File: config.mk
export PLATFORM = sky130hd
export DESIGN_NAME = cpu_interrupt_controller
export DESIGN_NICKNAME = d
export VERILOG_FILES = /design/src/verilog/irq_ctrl_pkg.sv /design/src/verilog/cpu_interrupt_controller.sv
export VERILOG_INCLUDE_DIRS = /design/src /design/src/verilog
export SDC_FILE = /design/constraint.sdc
export NUM_CORES = 1
export LEC_CHECK = 0
export BUFFER_PORTS_ARGS = -buffer_cell sky130_fd_sc_hd__clkbuf_2
export CAP_MARGIN = 20
export CORE_ASPECT_RATIO = 0.9
export CORE_MARGIN = 4
export CORE_UTILIZATION = 57
export CTS_BUF_LIST = sky130_fd_sc_hd__clkbuf_8 sky130_fd_sc_hd__clkbuf_16
export CTS_CLUSTER_DIAMETER = 100
export DETAILED_ROUTE_END_ITERATION = 10
export MAX_ROUTING_LAYER = met4
export PLACE_DENSITY = 0.81
export SLEW_MARGIN = 5
export SYNTH_ARGS = -nofsm -noshare
export SYNTH_HDL_FRONTEND = slang
export SYNTH_SLANG_ARGS = --single-unit
File: constraint.sdc
create_clock -name clk_i -period 15.6 [get_ports clk_i]
set_clock_uncertainty 0.05 [all_clocks]
set_input_delay 1.56 -clock clk_i [delete_from_list [all_inputs] [get_ports clk_i]]
set_output_delay 1.56 -clock clk_i [all_outputs]
set_load 0.01 [all_outputs]
File: src/verilog/irq_ctrl_regs.svh
// Register offsets, field positions, reset values and timing counts
// Assumes inclusion by the interrupt controller package and module only
`ifndef IRQ_CTRL_REGS_SVH
`define IRQ_CTRL_REGS_SVH
// ----------------------------------------------------------------------
// Register offsets on the special function register port
// ----------------------------------------------------------------------
`define OFS_TIMER_IRQ_CONTROL  8'h88
`define OFS_IRQ_ENABLE_THIRD   8'h9A
`define OFS_IRQ_ENABLE_FIRST   8'hA8
`define OFS_PRIORITY_LOW_BITS  8'hA9
`define OFS_IRQ_ENABLE_SECOND  8'hB8
`define OFS_PRIORITY_HIGH_BITS 8'hB9
`define OFS_IRQ_REQUEST_FLAGS  8'hC0
`define OFS_EDGE_POL_CONTROL   8'hC8
`define REG_RESET              8'h00
// ----------------------------------------------------------------------
// Field positions
// ----------------------------------------------------------------------
`define BIT_GLOBAL_EN   7
`define BIT_EXT0_EN     0
`define BIT_T0_EN       1
`define BIT_EXT1_EN     2
`define BIT_T1_EN       3
`define BIT_S0_EN       4
`define BIT_S1_EN       0
`define BIT_EXT0_TYPE   0
`define BIT_EXT0_FLAG   1
`define BIT_EXT1_TYPE   2
`define BIT_EXT1_FLAG   3
`define BIT_T0_FLAG     5
`define BIT_T1_FLAG     7
`define BIT_EXT2_POL    5
`define BIT_EXT3_POL    6
`define BIT_EXT2_REQ    1
`define MASK_EN_FIRST   8'h9F
`define MASK_EN_SECOND  8'h3E
`define MASK_EN_THIRD   8'h01
`define MASK_TIMER_CTL  8'hFF
`define MASK_REQ_FLAGS  8'h3E
`define MASK_EDGE_POL   8'h60
`define MASK_PRIORITY   8'h3F
// ----------------------------------------------------------------------
// Polling order, source indices and timing
// ----------------------------------------------------------------------
`define NUM_SRC         11
`define NUM_GROUP       6
`define SRC_EX0         0
`define SRC_S1          1
`define SRC_T0          2
`define SRC_EX2         3
`define SRC_EX1         4
`define SRC_EX3         5
`define SRC_T1          6
`define SRC_S0          7
`define SRC_EX4         8
`define SRC_EX5         9
`define SRC_EX6         10
`define CALL_MCYCLES    3'h6
`define GROUP_WIDTH     4
`endif

File: src/verilog/irq_ctrl_pkg.sv
// Types shared by the interrupt controller
// Assumes irq_ctrl_regs.svh is on the include path
package irq_ctrl_pkg;
	// Call sequencer states, one-hot
	typedef enum logic [1:0] {
		ST_IDLE = 2'b01,
		ST_CALL = 2'b10
	} call_state_e;

	// Forced call being issued to the core
	typedef struct packed {
		logic [15:0] vector;
		logic [1:0]  level;
		logic [3:0]  src;
	} irq_call_s;

	// Vector per polling index
	localparam logic [15:0] VECTOR_T [0:10] = '{
		16'h0003, 16'h0083, 16'h000B, 16'h004B, 16'h0013, 16'h0053,
		16'h001B, 16'h0023, 16'h005B, 16'h0063, 16'h006B};
	// Priority group per polling index
	localparam logic [2:0] GROUP_T [0:10] = '{
		3'h0, 3'h0, 3'h1, 3'h1, 3'h2, 3'h2, 3'h3, 3'h4, 3'h3, 3'h4, 3'h5};
endpackage

File: src/verilog/cpu_interrupt_controller.sv
// Interrupt controller of the core: flags, enables, priority, nesting
// Assumes a sequencer giving machine-cycle and instruction-end strobes
`timescale 1ns/1ps
`include "irq_ctrl_regs.svh"

// Behaviour
// - Eleven request sources arbitrated over four priority levels.
// - Pending enabled request starts forced call at next instruction end.
// - Only a strictly higher level preempts a running service.
// - Return instruction ends the highest active service level.
// - Flags set by hardware whether or not the source is enabled.
// - Flags sampled once per machine cycle, samples then polled.
// - Detect one machine cycle, forced call six, entry at seven.
// - Global enable bit clear blocks every source.
// - First enable register holds ext0, timer0, ext1, timer1, serial0.
// - Second enable register holds ext2 to ext6 at bits 1 to 5.
// - Third enable register bit 0 enables serial one.
// - Ext0 and ext1 edge flags set on falling edge, cleared on vector.
// - Type bits choose falling edge (one) or low level (zero).
// - Timer overflow flags sit at control bits 7 and 5.
// - Polarity bits pick negative (zero) or positive edge for ext2/3.
// - Request register holds ext2 to ext6 flags at bits 1 to 5.
// - Masked peripheral sources of one input are ORed together.
// - Ext0/1 from user I/O groups, ext2/3 from dedicated pins.
// - Ext4 to ext6 rising-edge sensitive after source conversion.
// - Grouped per-source flags clear on read; software saves the value.
// - Core request flag cleared by hardware when vectored.
// - All SFR registers reset to zero; previous pin levels reset high.
// - Group level from one bit of each priority register, 0 to 3.
// - Fixed vector address per source.
// - Same level ties resolved by fixed polling order.
module cpu_interrupt_controller (
	input  wire logic        clk_i,          // Core clock
	input  wire logic        rst_i,          // Sync reset, active high
	input  wire logic [7:0]  sfr_addr_i,     // SFR address
	input  wire logic [7:0]  sfr_wdata_i,    // SFR write data
	input  wire logic        sfr_wr_i,       // SFR write strobe
	input  wire logic        sfr_rd_i,       // SFR read strobe
	output logic      [7:0]  sfr_rdata_o,    // SFR read data, next cycle
	input  wire logic        mcycle_i,       // Machine-cycle strobe
	input  wire logic        instr_end_i,    // Instruction boundary
	input  wire logic        return_from_irq_instr_i, // Return executed
	input  wire logic        user_io_hi_n_i, // User I/O high group, low act
	input  wire logic        user_io_lo_n_i, // User I/O low group, low act
	input  wire logic        irq_pin_a_i,    // Dedicated pin, ext two
	input  wire logic        irq_pin_b_i,    // Dedicated pin, ext three
	input  wire logic [3:0]  ext4_src_i,     // Smart card sources
	input  wire logic [3:0]  ext4_mask_i,    // Their masks
	input  wire logic [3:0]  ext5_src_i,     // Keypad sources
	input  wire logic [3:0]  ext5_mask_i,    // Their masks
	input  wire logic [3:0]  ext6_src_i,     // Bus, fault, comparator
	input  wire logic [3:0]  ext6_mask_i,    // Their masks
	input  wire logic        t0_ovf_i,       // Timer 0 overflow pulse
	input  wire logic        t1_ovf_i,       // Timer 1 overflow pulse
	input  wire logic        s0_req_i,       // Serial 0 request level
	input  wire logic        s1_req_i,       // Serial 1 request level
	output logic             force_call_o,   // Forced long call in progress
	output logic             vector_entry_o, // Pulse: handler entered
	output logic      [15:0] vector_o,       // Vector of call
	output logic      [3:0]  in_service_o    // Active service levels
);
	// ------------------------------------------------------------------
	// Registers and state
	// ------------------------------------------------------------------
	logic [7:0]                 en_first;
	logic [7:0]                 en_second;
	logic [7:0]                 en_third;
	logic [7:0]                 timer_irq_control;
	logic [7:0]                 req_flags;
	logic [7:0]                 edge_pol;
	logic [7:0]                 prio_lo;
	logic [7:0]                 prio_hi;
	logic [3:0]                 pin_prev;
	logic [2:0]                 grp_prev;
	logic [`NUM_SRC-1:0]        sample;
	logic [`NUM_SRC-1:0]        raw_req;
	logic [`NUM_SRC-1:0]        src_en;
	logic [`NUM_SRC-1:0]        ack_clr;
	logic [3:0]                 in_service;
	logic [2:0]                 call_cnt;
	irq_ctrl_pkg::call_state_e  state;
	irq_ctrl_pkg::irq_call_s    call;
	irq_ctrl_pkg::irq_call_s    next_call;
	logic                       win_valid;
	logic                       take;
	logic [2:0]                 grp_now;
	logic [3:0]                 pin_now;
	logic [3:0]                 pin_fall;
	logic [2:0]                 grp_rise;
	logic                       wr_timer_irq_control;
	logic                       wr_req;

	// Pins seen only at machine-cycle boundaries
	// user I/O and pins
	assign pin_now = {irq_pin_b_i, irq_pin_a_i, user_io_lo_n_i,
		user_io_hi_n_i};
	// outside clear-on-read
	// Per-source flags live beside the peripherals; only their OR comes in
	// grouped OR
	assign grp_now = {|(ext6_src_i & ext6_mask_i),
		|(ext5_src_i & ext5_mask_i), |(ext4_src_i & ext4_mask_i)};
	assign pin_fall = {
		edge_pol[`BIT_EXT3_POL] ? (~pin_prev[3] & pin_now[3])
			: (pin_prev[3] & ~pin_now[3]),
		edge_pol[`BIT_EXT2_POL] ? (~pin_prev[2] & pin_now[2])
			: (pin_prev[2] & ~pin_now[2]),
		pin_prev[1] & ~pin_now[1],
		pin_prev[0] & ~pin_now[0]};
	assign grp_rise = ~grp_prev & grp_now;
	assign wr_timer_irq_control = sfr_wr_i && (sfr_addr_i == `OFS_TIMER_IRQ_CONTROL);
	assign wr_req = sfr_wr_i && (sfr_addr_i == `OFS_IRQ_REQUEST_FLAGS);

	// Previous pin and group levels, taken each machine cycle
	always_ff @(posedge clk_i)
	begin
		if (rst_i)
		begin
			pin_prev <= 4'hF;
			grp_prev <= 3'h0;
		end
		else if (mcycle_i)
		begin
			pin_prev <= pin_now;
			grp_prev <= grp_now;
		end
	end

	// ------------------------------------------------------------------
	// Plain read/write registers
	// ------------------------------------------------------------------
	// zero reset
	always_ff @(posedge clk_i)
	begin
		if (rst_i)
		begin
			en_first  <= `REG_RESET;
			en_second <= `REG_RESET;
			en_third  <= `REG_RESET;
			edge_pol  <= `REG_RESET;
			prio_lo   <= `REG_RESET;
			prio_hi   <= `REG_RESET;
		end
		else if (sfr_wr_i)
		begin
			if (sfr_addr_i == `OFS_IRQ_ENABLE_FIRST)
				en_first <= sfr_wdata_i & `MASK_EN_FIRST;
			else if (sfr_addr_i == `OFS_IRQ_ENABLE_SECOND)
				en_second <= sfr_wdata_i & `MASK_EN_SECOND;
			else if (sfr_addr_i == `OFS_IRQ_ENABLE_THIRD)
				en_third <= sfr_wdata_i & `MASK_EN_THIRD;
			else if (sfr_addr_i == `OFS_EDGE_POL_CONTROL)
				edge_pol <= sfr_wdata_i & `MASK_EDGE_POL;
			else if (sfr_addr_i == `OFS_PRIORITY_LOW_BITS)
				prio_lo <= sfr_wdata_i & `MASK_PRIORITY;
			else if (sfr_addr_i == `OFS_PRIORITY_HIGH_BITS)
				prio_hi <= sfr_wdata_i & `MASK_PRIORITY;
		end
	end

	// ------------------------------------------------------------------
	// Request flags; hardware set beats software or vector clear
	// ------------------------------------------------------------------
	// flag set
	always_ff @(posedge clk_i)
	begin
		if (rst_i)
			timer_irq_control <= `REG_RESET;
		else
		begin
			if (wr_timer_irq_control)
				timer_irq_control <= sfr_wdata_i & `MASK_TIMER_CTL;
			if (ack_clr[`SRC_EX0])
				timer_irq_control[`BIT_EXT0_FLAG] <= 1'b0;
			if (ack_clr[`SRC_EX1])
				timer_irq_control[`BIT_EXT1_FLAG] <= 1'b0;
			if (ack_clr[`SRC_T0])
				timer_irq_control[`BIT_T0_FLAG] <= 1'b0;
			if (ack_clr[`SRC_T1])
				timer_irq_control[`BIT_T1_FLAG] <= 1'b0;
			if (t0_ovf_i)
				timer_irq_control[`BIT_T0_FLAG] <= 1'b1;
			if (t1_ovf_i)
				timer_irq_control[`BIT_T1_FLAG] <= 1'b1;
			if (mcycle_i)
			begin
				if (timer_irq_control[`BIT_EXT0_TYPE])
				begin
					if (pin_fall[0])
						timer_irq_control[`BIT_EXT0_FLAG] <= 1'b1;
				end
				else
					timer_irq_control[`BIT_EXT0_FLAG] <= ~pin_now[0];
				if (timer_irq_control[`BIT_EXT1_TYPE])
				begin
					if (pin_fall[1])
						timer_irq_control[`BIT_EXT1_FLAG] <= 1'b1;
				end
				else
					timer_irq_control[`BIT_EXT1_FLAG] <= ~pin_now[1];
			end
		end
	end

	// Grouped sources keep their own flags; only the edge is stored here
	// ext2-6 flags
	always_ff @(posedge clk_i)
	begin
		if (rst_i)
			req_flags <= `REG_RESET;
		else
		begin
			if (wr_req)
				req_flags <= sfr_wdata_i & `MASK_REQ_FLAGS;
			for (int i = 0; i < 5; i++)
			begin
				// Ext2/3 sit apart in polling order, ext4 to 6 follow
				if (ack_clr[(i < 2) ? `SRC_EX2 + 2*i : `SRC_EX4 + i - 2])
					req_flags[`BIT_EXT2_REQ + i] <= 1'b0;
			end
			if (mcycle_i)
			begin
				if (pin_fall[2])
					req_flags[`BIT_EXT2_REQ] <= 1'b1;
				if (pin_fall[3])
					req_flags[`BIT_EXT2_REQ + 1] <= 1'b1;
				for (int g = 0; g < 3; g++)
				begin
					if (grp_rise[g])
						req_flags[`BIT_EXT2_REQ + 2 + g] <= 1'b1;
				end
			end
		end
	end

	// ------------------------------------------------------------------
	// Sampling and priority polling
	// ------------------------------------------------------------------
	// Raw requests and enables in polling order
	// enable map
	always_comb
	begin
		raw_req = {req_flags[5], req_flags[4], req_flags[3], s0_req_i,
			timer_irq_control[`BIT_T1_FLAG], req_flags[2],
			timer_irq_control[`BIT_EXT1_FLAG], req_flags[1],
			timer_irq_control[`BIT_T0_FLAG], s1_req_i,
			timer_irq_control[`BIT_EXT0_FLAG]};
		src_en = {en_second[5], en_second[4], en_second[3],
			en_first[`BIT_S0_EN], en_first[`BIT_T1_EN], en_second[2],
			en_first[`BIT_EXT1_EN], en_second[1], en_first[`BIT_T0_EN],
			en_third[`BIT_S1_EN], en_first[`BIT_EXT0_EN]};
	end

	always_ff @(posedge clk_i)
	begin
		if (rst_i)
			sample <= '0;
		else if (mcycle_i)
			sample <= raw_req & ~ack_clr;
	end

	// Highest level wins, ties go to the earliest polling index
	// arbitration
	always_comb
	begin
		logic [1:0] lvl;
		logic       elig;
		lvl = 2'h0;
		elig = 1'b0;
		win_valid = 1'b0;
		next_call = '0;
		for (int i = `NUM_SRC - 1; i >= 0; i--)
		begin
			lvl = {prio_hi[irq_ctrl_pkg::GROUP_T[i]],
				prio_lo[irq_ctrl_pkg::GROUP_T[i]]};
			elig = sample[i] && src_en[i] && en_first[`BIT_GLOBAL_EN];
			if (elig && (!win_valid || lvl >= next_call.level))
			begin
				win_valid = 1'b1;
				next_call.level = lvl;
				next_call.src = 4'(i);
				next_call.vector = irq_ctrl_pkg::VECTOR_T[i];
			end
		end
	end

	always_comb
	begin
		take = win_valid && mcycle_i && instr_end_i
			&& (state == irq_ctrl_pkg::ST_IDLE)
			&& ((in_service >> next_call.level) == 4'h0);
	end

	// Clearing acts on the cycle the call is taken
	always_comb
	begin
		ack_clr = '0;
		if (take)
			ack_clr[next_call.src] = 1'b1;
	end

	// ------------------------------------------------------------------
	// Forced call sequencer and service nesting
	// ------------------------------------------------------------------
	// forced call
	always_ff @(posedge clk_i)
	begin
		if (rst_i)
		begin
			state <= irq_ctrl_pkg::ST_IDLE;
			call <= '0;
			call_cnt <= 3'h0;
			vector_entry_o <= 1'b0;
		end
		else
		begin
			vector_entry_o <= 1'b0;
			case (state)
				irq_ctrl_pkg::ST_IDLE:
					if (take)
					begin
						state <= irq_ctrl_pkg::ST_CALL;
						call <= next_call;
						call_cnt <= 3'h0;
					end
				irq_ctrl_pkg::ST_CALL:
					if (mcycle_i)
					begin
						call_cnt <= call_cnt + 3'h1;
						if (call_cnt == `CALL_MCYCLES - 3'h1)
						begin
							state <= irq_ctrl_pkg::ST_IDLE;
							vector_entry_o <= 1'b1;
						end
					end
				default:
					state <= irq_ctrl_pkg::ST_IDLE;
			endcase
		end
	end

	// Service levels; return clears the highest one still active
	// return clear
	always_ff @(posedge clk_i)
	begin
		if (rst_i)
			in_service <= 4'h0;
		else
		begin
			if (return_from_irq_instr_i)
			begin
				if (in_service[3])
					in_service[3] <= 1'b0;
				else if (in_service[2])
					in_service[2] <= 1'b0;
				else if (in_service[1])
					in_service[1] <= 1'b0;
				else
					in_service[0] <= 1'b0;
			end
			if (take)
				in_service[next_call.level] <= 1'b1;
		end
	end

	// Outputs straight from flip-flops
	assign force_call_o = state[1];
	assign vector_o = call.vector;
	assign in_service_o = in_service;

	// SFR read data, registered; unmapped addresses read zero
	always_ff @(posedge clk_i)
	begin
		if (rst_i)
			sfr_rdata_o <= 8'h00;
		else if (!sfr_rd_i)
			sfr_rdata_o <= 8'h00;
		else if (sfr_addr_i == `OFS_TIMER_IRQ_CONTROL)
			sfr_rdata_o <= timer_irq_control;
		else if (sfr_addr_i == `OFS_IRQ_REQUEST_FLAGS)
			sfr_rdata_o <= req_flags;
		else if (sfr_addr_i == `OFS_IRQ_ENABLE_FIRST)
			sfr_rdata_o <= en_first;
		else if (sfr_addr_i == `OFS_IRQ_ENABLE_SECOND)
			sfr_rdata_o <= en_second;
		else if (sfr_addr_i == `OFS_IRQ_ENABLE_THIRD)
			sfr_rdata_o <= en_third;
		else if (sfr_addr_i == `OFS_EDGE_POL_CONTROL)
			sfr_rdata_o <= edge_pol;
		else if (sfr_addr_i == `OFS_PRIORITY_LOW_BITS)
			sfr_rdata_o <= prio_lo;
		else if (sfr_addr_i == `OFS_PRIORITY_HIGH_BITS)
			sfr_rdata_o <= prio_hi;
		else
			sfr_rdata_o <= 8'h00;
	end

	// ------------------------------------------------------------------
	// Checks
	// ------------------------------------------------------------------
	global_gate_a: assert property (@(posedge clk_i) disable iff (rst_i)
		!en_first[`BIT_GLOBAL_EN] |-> !take)
		else $error("call taken with global enable clear");
	strict_preempt_a: assert property (@(posedge clk_i) disable iff (rst_i)
		take |-> !in_service[next_call.level])
		else $error("equal level preempted service");
	call_enter_a: assert property (@(posedge clk_i) disable iff (rst_i)
		take |=> force_call_o && vector_o == $past(next_call.vector))
		else $error("forced call not started with vector");
	entry_count_a: assert property (@(posedge clk_i) disable iff (rst_i)
		vector_entry_o |-> call_cnt == `CALL_MCYCLES && !force_call_o)
		else $error("entry not after six machine cycles");
	vector_clear_a: assert property (@(posedge clk_i) disable iff (rst_i)
		take && next_call.src == `SRC_T0 && !t0_ovf_i
		|=> !timer_irq_control[`BIT_T0_FLAG])
		else $error("timer 0 flag not cleared on vector");
	timer_set_a: assert property (@(posedge clk_i) disable iff (rst_i)
		t1_ovf_i |=> timer_irq_control[`BIT_T1_FLAG])
		else $error("timer 1 flag not set");
	return_level_a: assert property (@(posedge clk_i) disable iff (rst_i)
		return_from_irq_instr_i && !take && in_service[3] |=> !in_service[3]
		&& in_service[2:0] == $past(in_service[2:0]))
		else $error("return cleared wrong level");
	sample_hold_a: assert property (@(posedge clk_i) disable iff (rst_i)
		!mcycle_i |=> $stable(sample))
		else $error("sample changed between machine cycles");
	rise_flag_a: assert property (@(posedge clk_i) disable iff (rst_i)
		mcycle_i && grp_rise[0] |=> req_flags[3])
		else $error("ext4 rising edge not flagged");
endmodule // cpu_interrupt_controller

==> results.toml <==
[worst_hold_path]
hold_path_class = "reg2reg"

[sta]
report.final.slew_viol_count = 0
tightest_slew_ps = 852.8
setup_ws_ps = 970.9
final-setup-viol-count = 0
post-route-min-period_ps = 14630
fin_hold_ws_ps = 411.8
finalSetupTns_ps = 0
hold_viol = 0
clock.fmax_mhz = 68.36
slew_headroom_pct = 42.81
finalCritPeriodShare_pct = 93.78

[power_and_ir_drop]
ir_drop_mv = 0.06166
clockPowerShare_pct = 38.9
p_sw_share_pct = 25.80
power.density_mw_per_mm2 = 68.91
total_power_mw = 0.4045
combPwrFrac_pct = 7.7
seq_power_share_pct = 53.4
switching_power_mw = 0.1044
intPower_mw = 0.3002
p_leak_nw = 2.378

[drt]
via_per_inst = 6.321
num_vias = 5076
wl_mm = 15.17
final_antenna_net_count = 0
dr.first_iter.drc_count = 516
firstDrtPassIters = 5
drc = 0
wl_per_cell_um = 18.89

[die]
rows = 32
core_area_mm2 = 0.008648
die_w_um = 107.6
die-area_mm2 = 0.01051
io_pins = 85
initial_core_util_pct = 58.84
fp.dieH_um = 97.64

[clock_tree]
cts_buffers = 9
insertion_delay_ps = 350
htree_levels = 3
clk_pin_slew_ps = 90
tritoncts = "yes"
clock_path_buffers = 2
cts_root_buf = "clkbuf_8"
clock-sinks = 81

[placement]
dp_hpwl_mm = 11.31
post_dp_cell_area_mm2 = 0.005530
globalplace.congestion = 0.9703
post-place-cells = 782
io_buffers = 75
place_ws_ps = -115.9

[critical_path]
start_kind = "flip-flop"
crit_family = "compound AO/OA/AOI/OAI gates"
timing_worst_setup_path_type = "reg2reg"
critPathMaxStageDelay_ps = 440
slowest_stage = "a2111oi_2"
critPathBufInv = 0
arrival_ps = 14850
critical_path_required_ps = 15820
crit_path_end_kind = "flip-flop"
path_common_cell = "ha_1"
crit_fanout = 11

[layout]
drive_gt1_share_pct = 22.95
fillCellCount = 750
multi_input_area_mm2 = 0.003337
most-common-layout-cells = "dfxtp_1 (78), clkbuf_2 (75), nand2_1 (61), nor2_1 (61), mux2i_1 (37)"
antennaDiodeCount = 0
postLayoutCoreUtil_pct = 67.88
final_common_cell = "dfxtp_1"
instances_no_fill = 803
register_area_mm2 = 0.001625
syn_to_final_growth_pct = 15.37
fin_area_mm2 = 0.005871
fin_nets = 753

[global_route]
first_global_vias = 4845
grtUsageMet1_pct = 39.45
antenna_found_initial = 0
grt.busiest_layer = "met2"
grt_pass1_wl_mm = 24.31
overflow = 0
grt_max_degree = 69
gr-usage-met3_pct = 4.784
grt_use_met2_pct = 45.27
grt_use_total_pct = 29.24

[synth]
synth.avg_cell_area_um2 = 8.383
yosys_warnings = 0
syn-cell-area_mm2 = 0.005089
ys.flop_type = "dfxtp_1"
synth_cell_types = 78
syn_inst = 607
synth_edf_count = 0
synth_top_area_share_pct = 31.87
synth_area_leaders = "dfxtp_1 (32%), mux2i_1 (7.3%), ha_1 (4.7%)"
synth_seq_cells = 81
synth_top_area_cell = "dfxtp_1"
synthArstFlopShare_pct = 0
yosysSeqAreaShare_pct = 31.87

[outcome]
outcome = "finished clean"

[run]
drv_cap = 0
==> per-layer routing <==
layer | up-vias | wire length (µm) | share of wire, %
met1 | 2396 | 6456 | 43
met4 | 0 | 288 | 1.9
met5 | - | 0 | 0
li1 | 2388 | - | -
met3 | 30 | 1309 | 8.6
met2 | 262 | 7116 | 47
==> final cells by class <==
cell class	count	share of cell area, %
Tap cell	119	2.536
Inverter	19	1.215
Clock buffer	9	2.110
Multi-Input combinational cell	478	56.84
Clock inverter	7	1.300
Timing Repair Buffer	90	8.312
Sequential cell	81	27.69
==> timing repair <==
item / in CTS / in global routing
buffers inserted: 0 / 5
resized for setup: 2 / 20
setup endpoints to repair: 13 / 35
pin swaps: 0 / 7
cloned: 0 / 0
endpoints found under the hold margin: 0 / 0
hold buffers: 0 / 0
==> state kept, by name (all words and copies together) (netlist names), 4 cells and up <==
register / flops
req_flags: 5
vector_o: 6
prio_hi: 6
in_service_o: 4
sample: 11
en_first: 6
timer_irq_control: 8
pin_prev: 4
sfr_rdata_o: 8
prio_lo: 6
en_second: 5
==> worst reg2reg max path, delay by kind of cell (launching register included) <==
kind / cells / cell delay (ps)
AOI/OAI and AO/OA: 28 / 5870
DFF: 1 / 420
and+or+nand+nor: 24 / 3880
adders and majority gates: 11 / 3050
muxes: 4 / 1260
==> power by group through the flow <==
stage | registers [mW] | clock network (mW) | logic (mW)
floorplan | 0.219 | 0 | 0.0198
global placement | 0.220 | 0 | 0.0298
detailed placement | 0.220 | 0 | 0.0308
CTS | 0.216 | 0.160 | 0.0309
global route | 0.216 | 0.170 | 0.0346
finish | 0.216 | 0.157 | 0.0312
==> logic make-up (layout without fill, tap and decap cells) <==
family | count (synthesis) | after routing | synth area share, %
mux | 49 | 49 | 10.89
simple gates | 236 | 236 | 23.09
flops | 81 | 81 | 31.87
fa+ha+maj | 20 | 20 | 4.869
compound gates | 164 | 164 | 24.12
buf+inv | 56 | 125 | 5.090
other cells | 1 | 9 | 0.07369
==> worst paths after layout <==
path | slack (ps) | end | startpoint | cells past startpoint
min | 410 | sfr_rdata_o[4] | timer_irq_control[4] | 2
min reg2reg | 410 | sfr_rdata_o[4] | timer_irq_control[4] | 2
max | 970 | timer_irq_control[5] | en_second[5] | 67
max reg2reg | 970 | timer_irq_control[5] | en_second[5] | 67
==> Yosys cell counts, types with 5 or more instances <==
library cell  instances
o31ai_1               6
nand2b_1             18
nor2b_1               6
dfxtp_1              81
a31o_2                7
nor3b_1               7
and3_1                5
a21oi_1              30
nand3_1              32
o21ai_0              23
nor2_1               63
o22ai_1               6
ha_1                 19
a22oi_1              13
a41o_1                5
nand4_1               5
nand2_1              61
mux2i_1              37
clkbuf_1             21
and2_1                6
a211oi_1              9
inv_1                19
mux2_2                7
nor3_1               11
buf_4                10
Power figures use the tool's default switching activity.
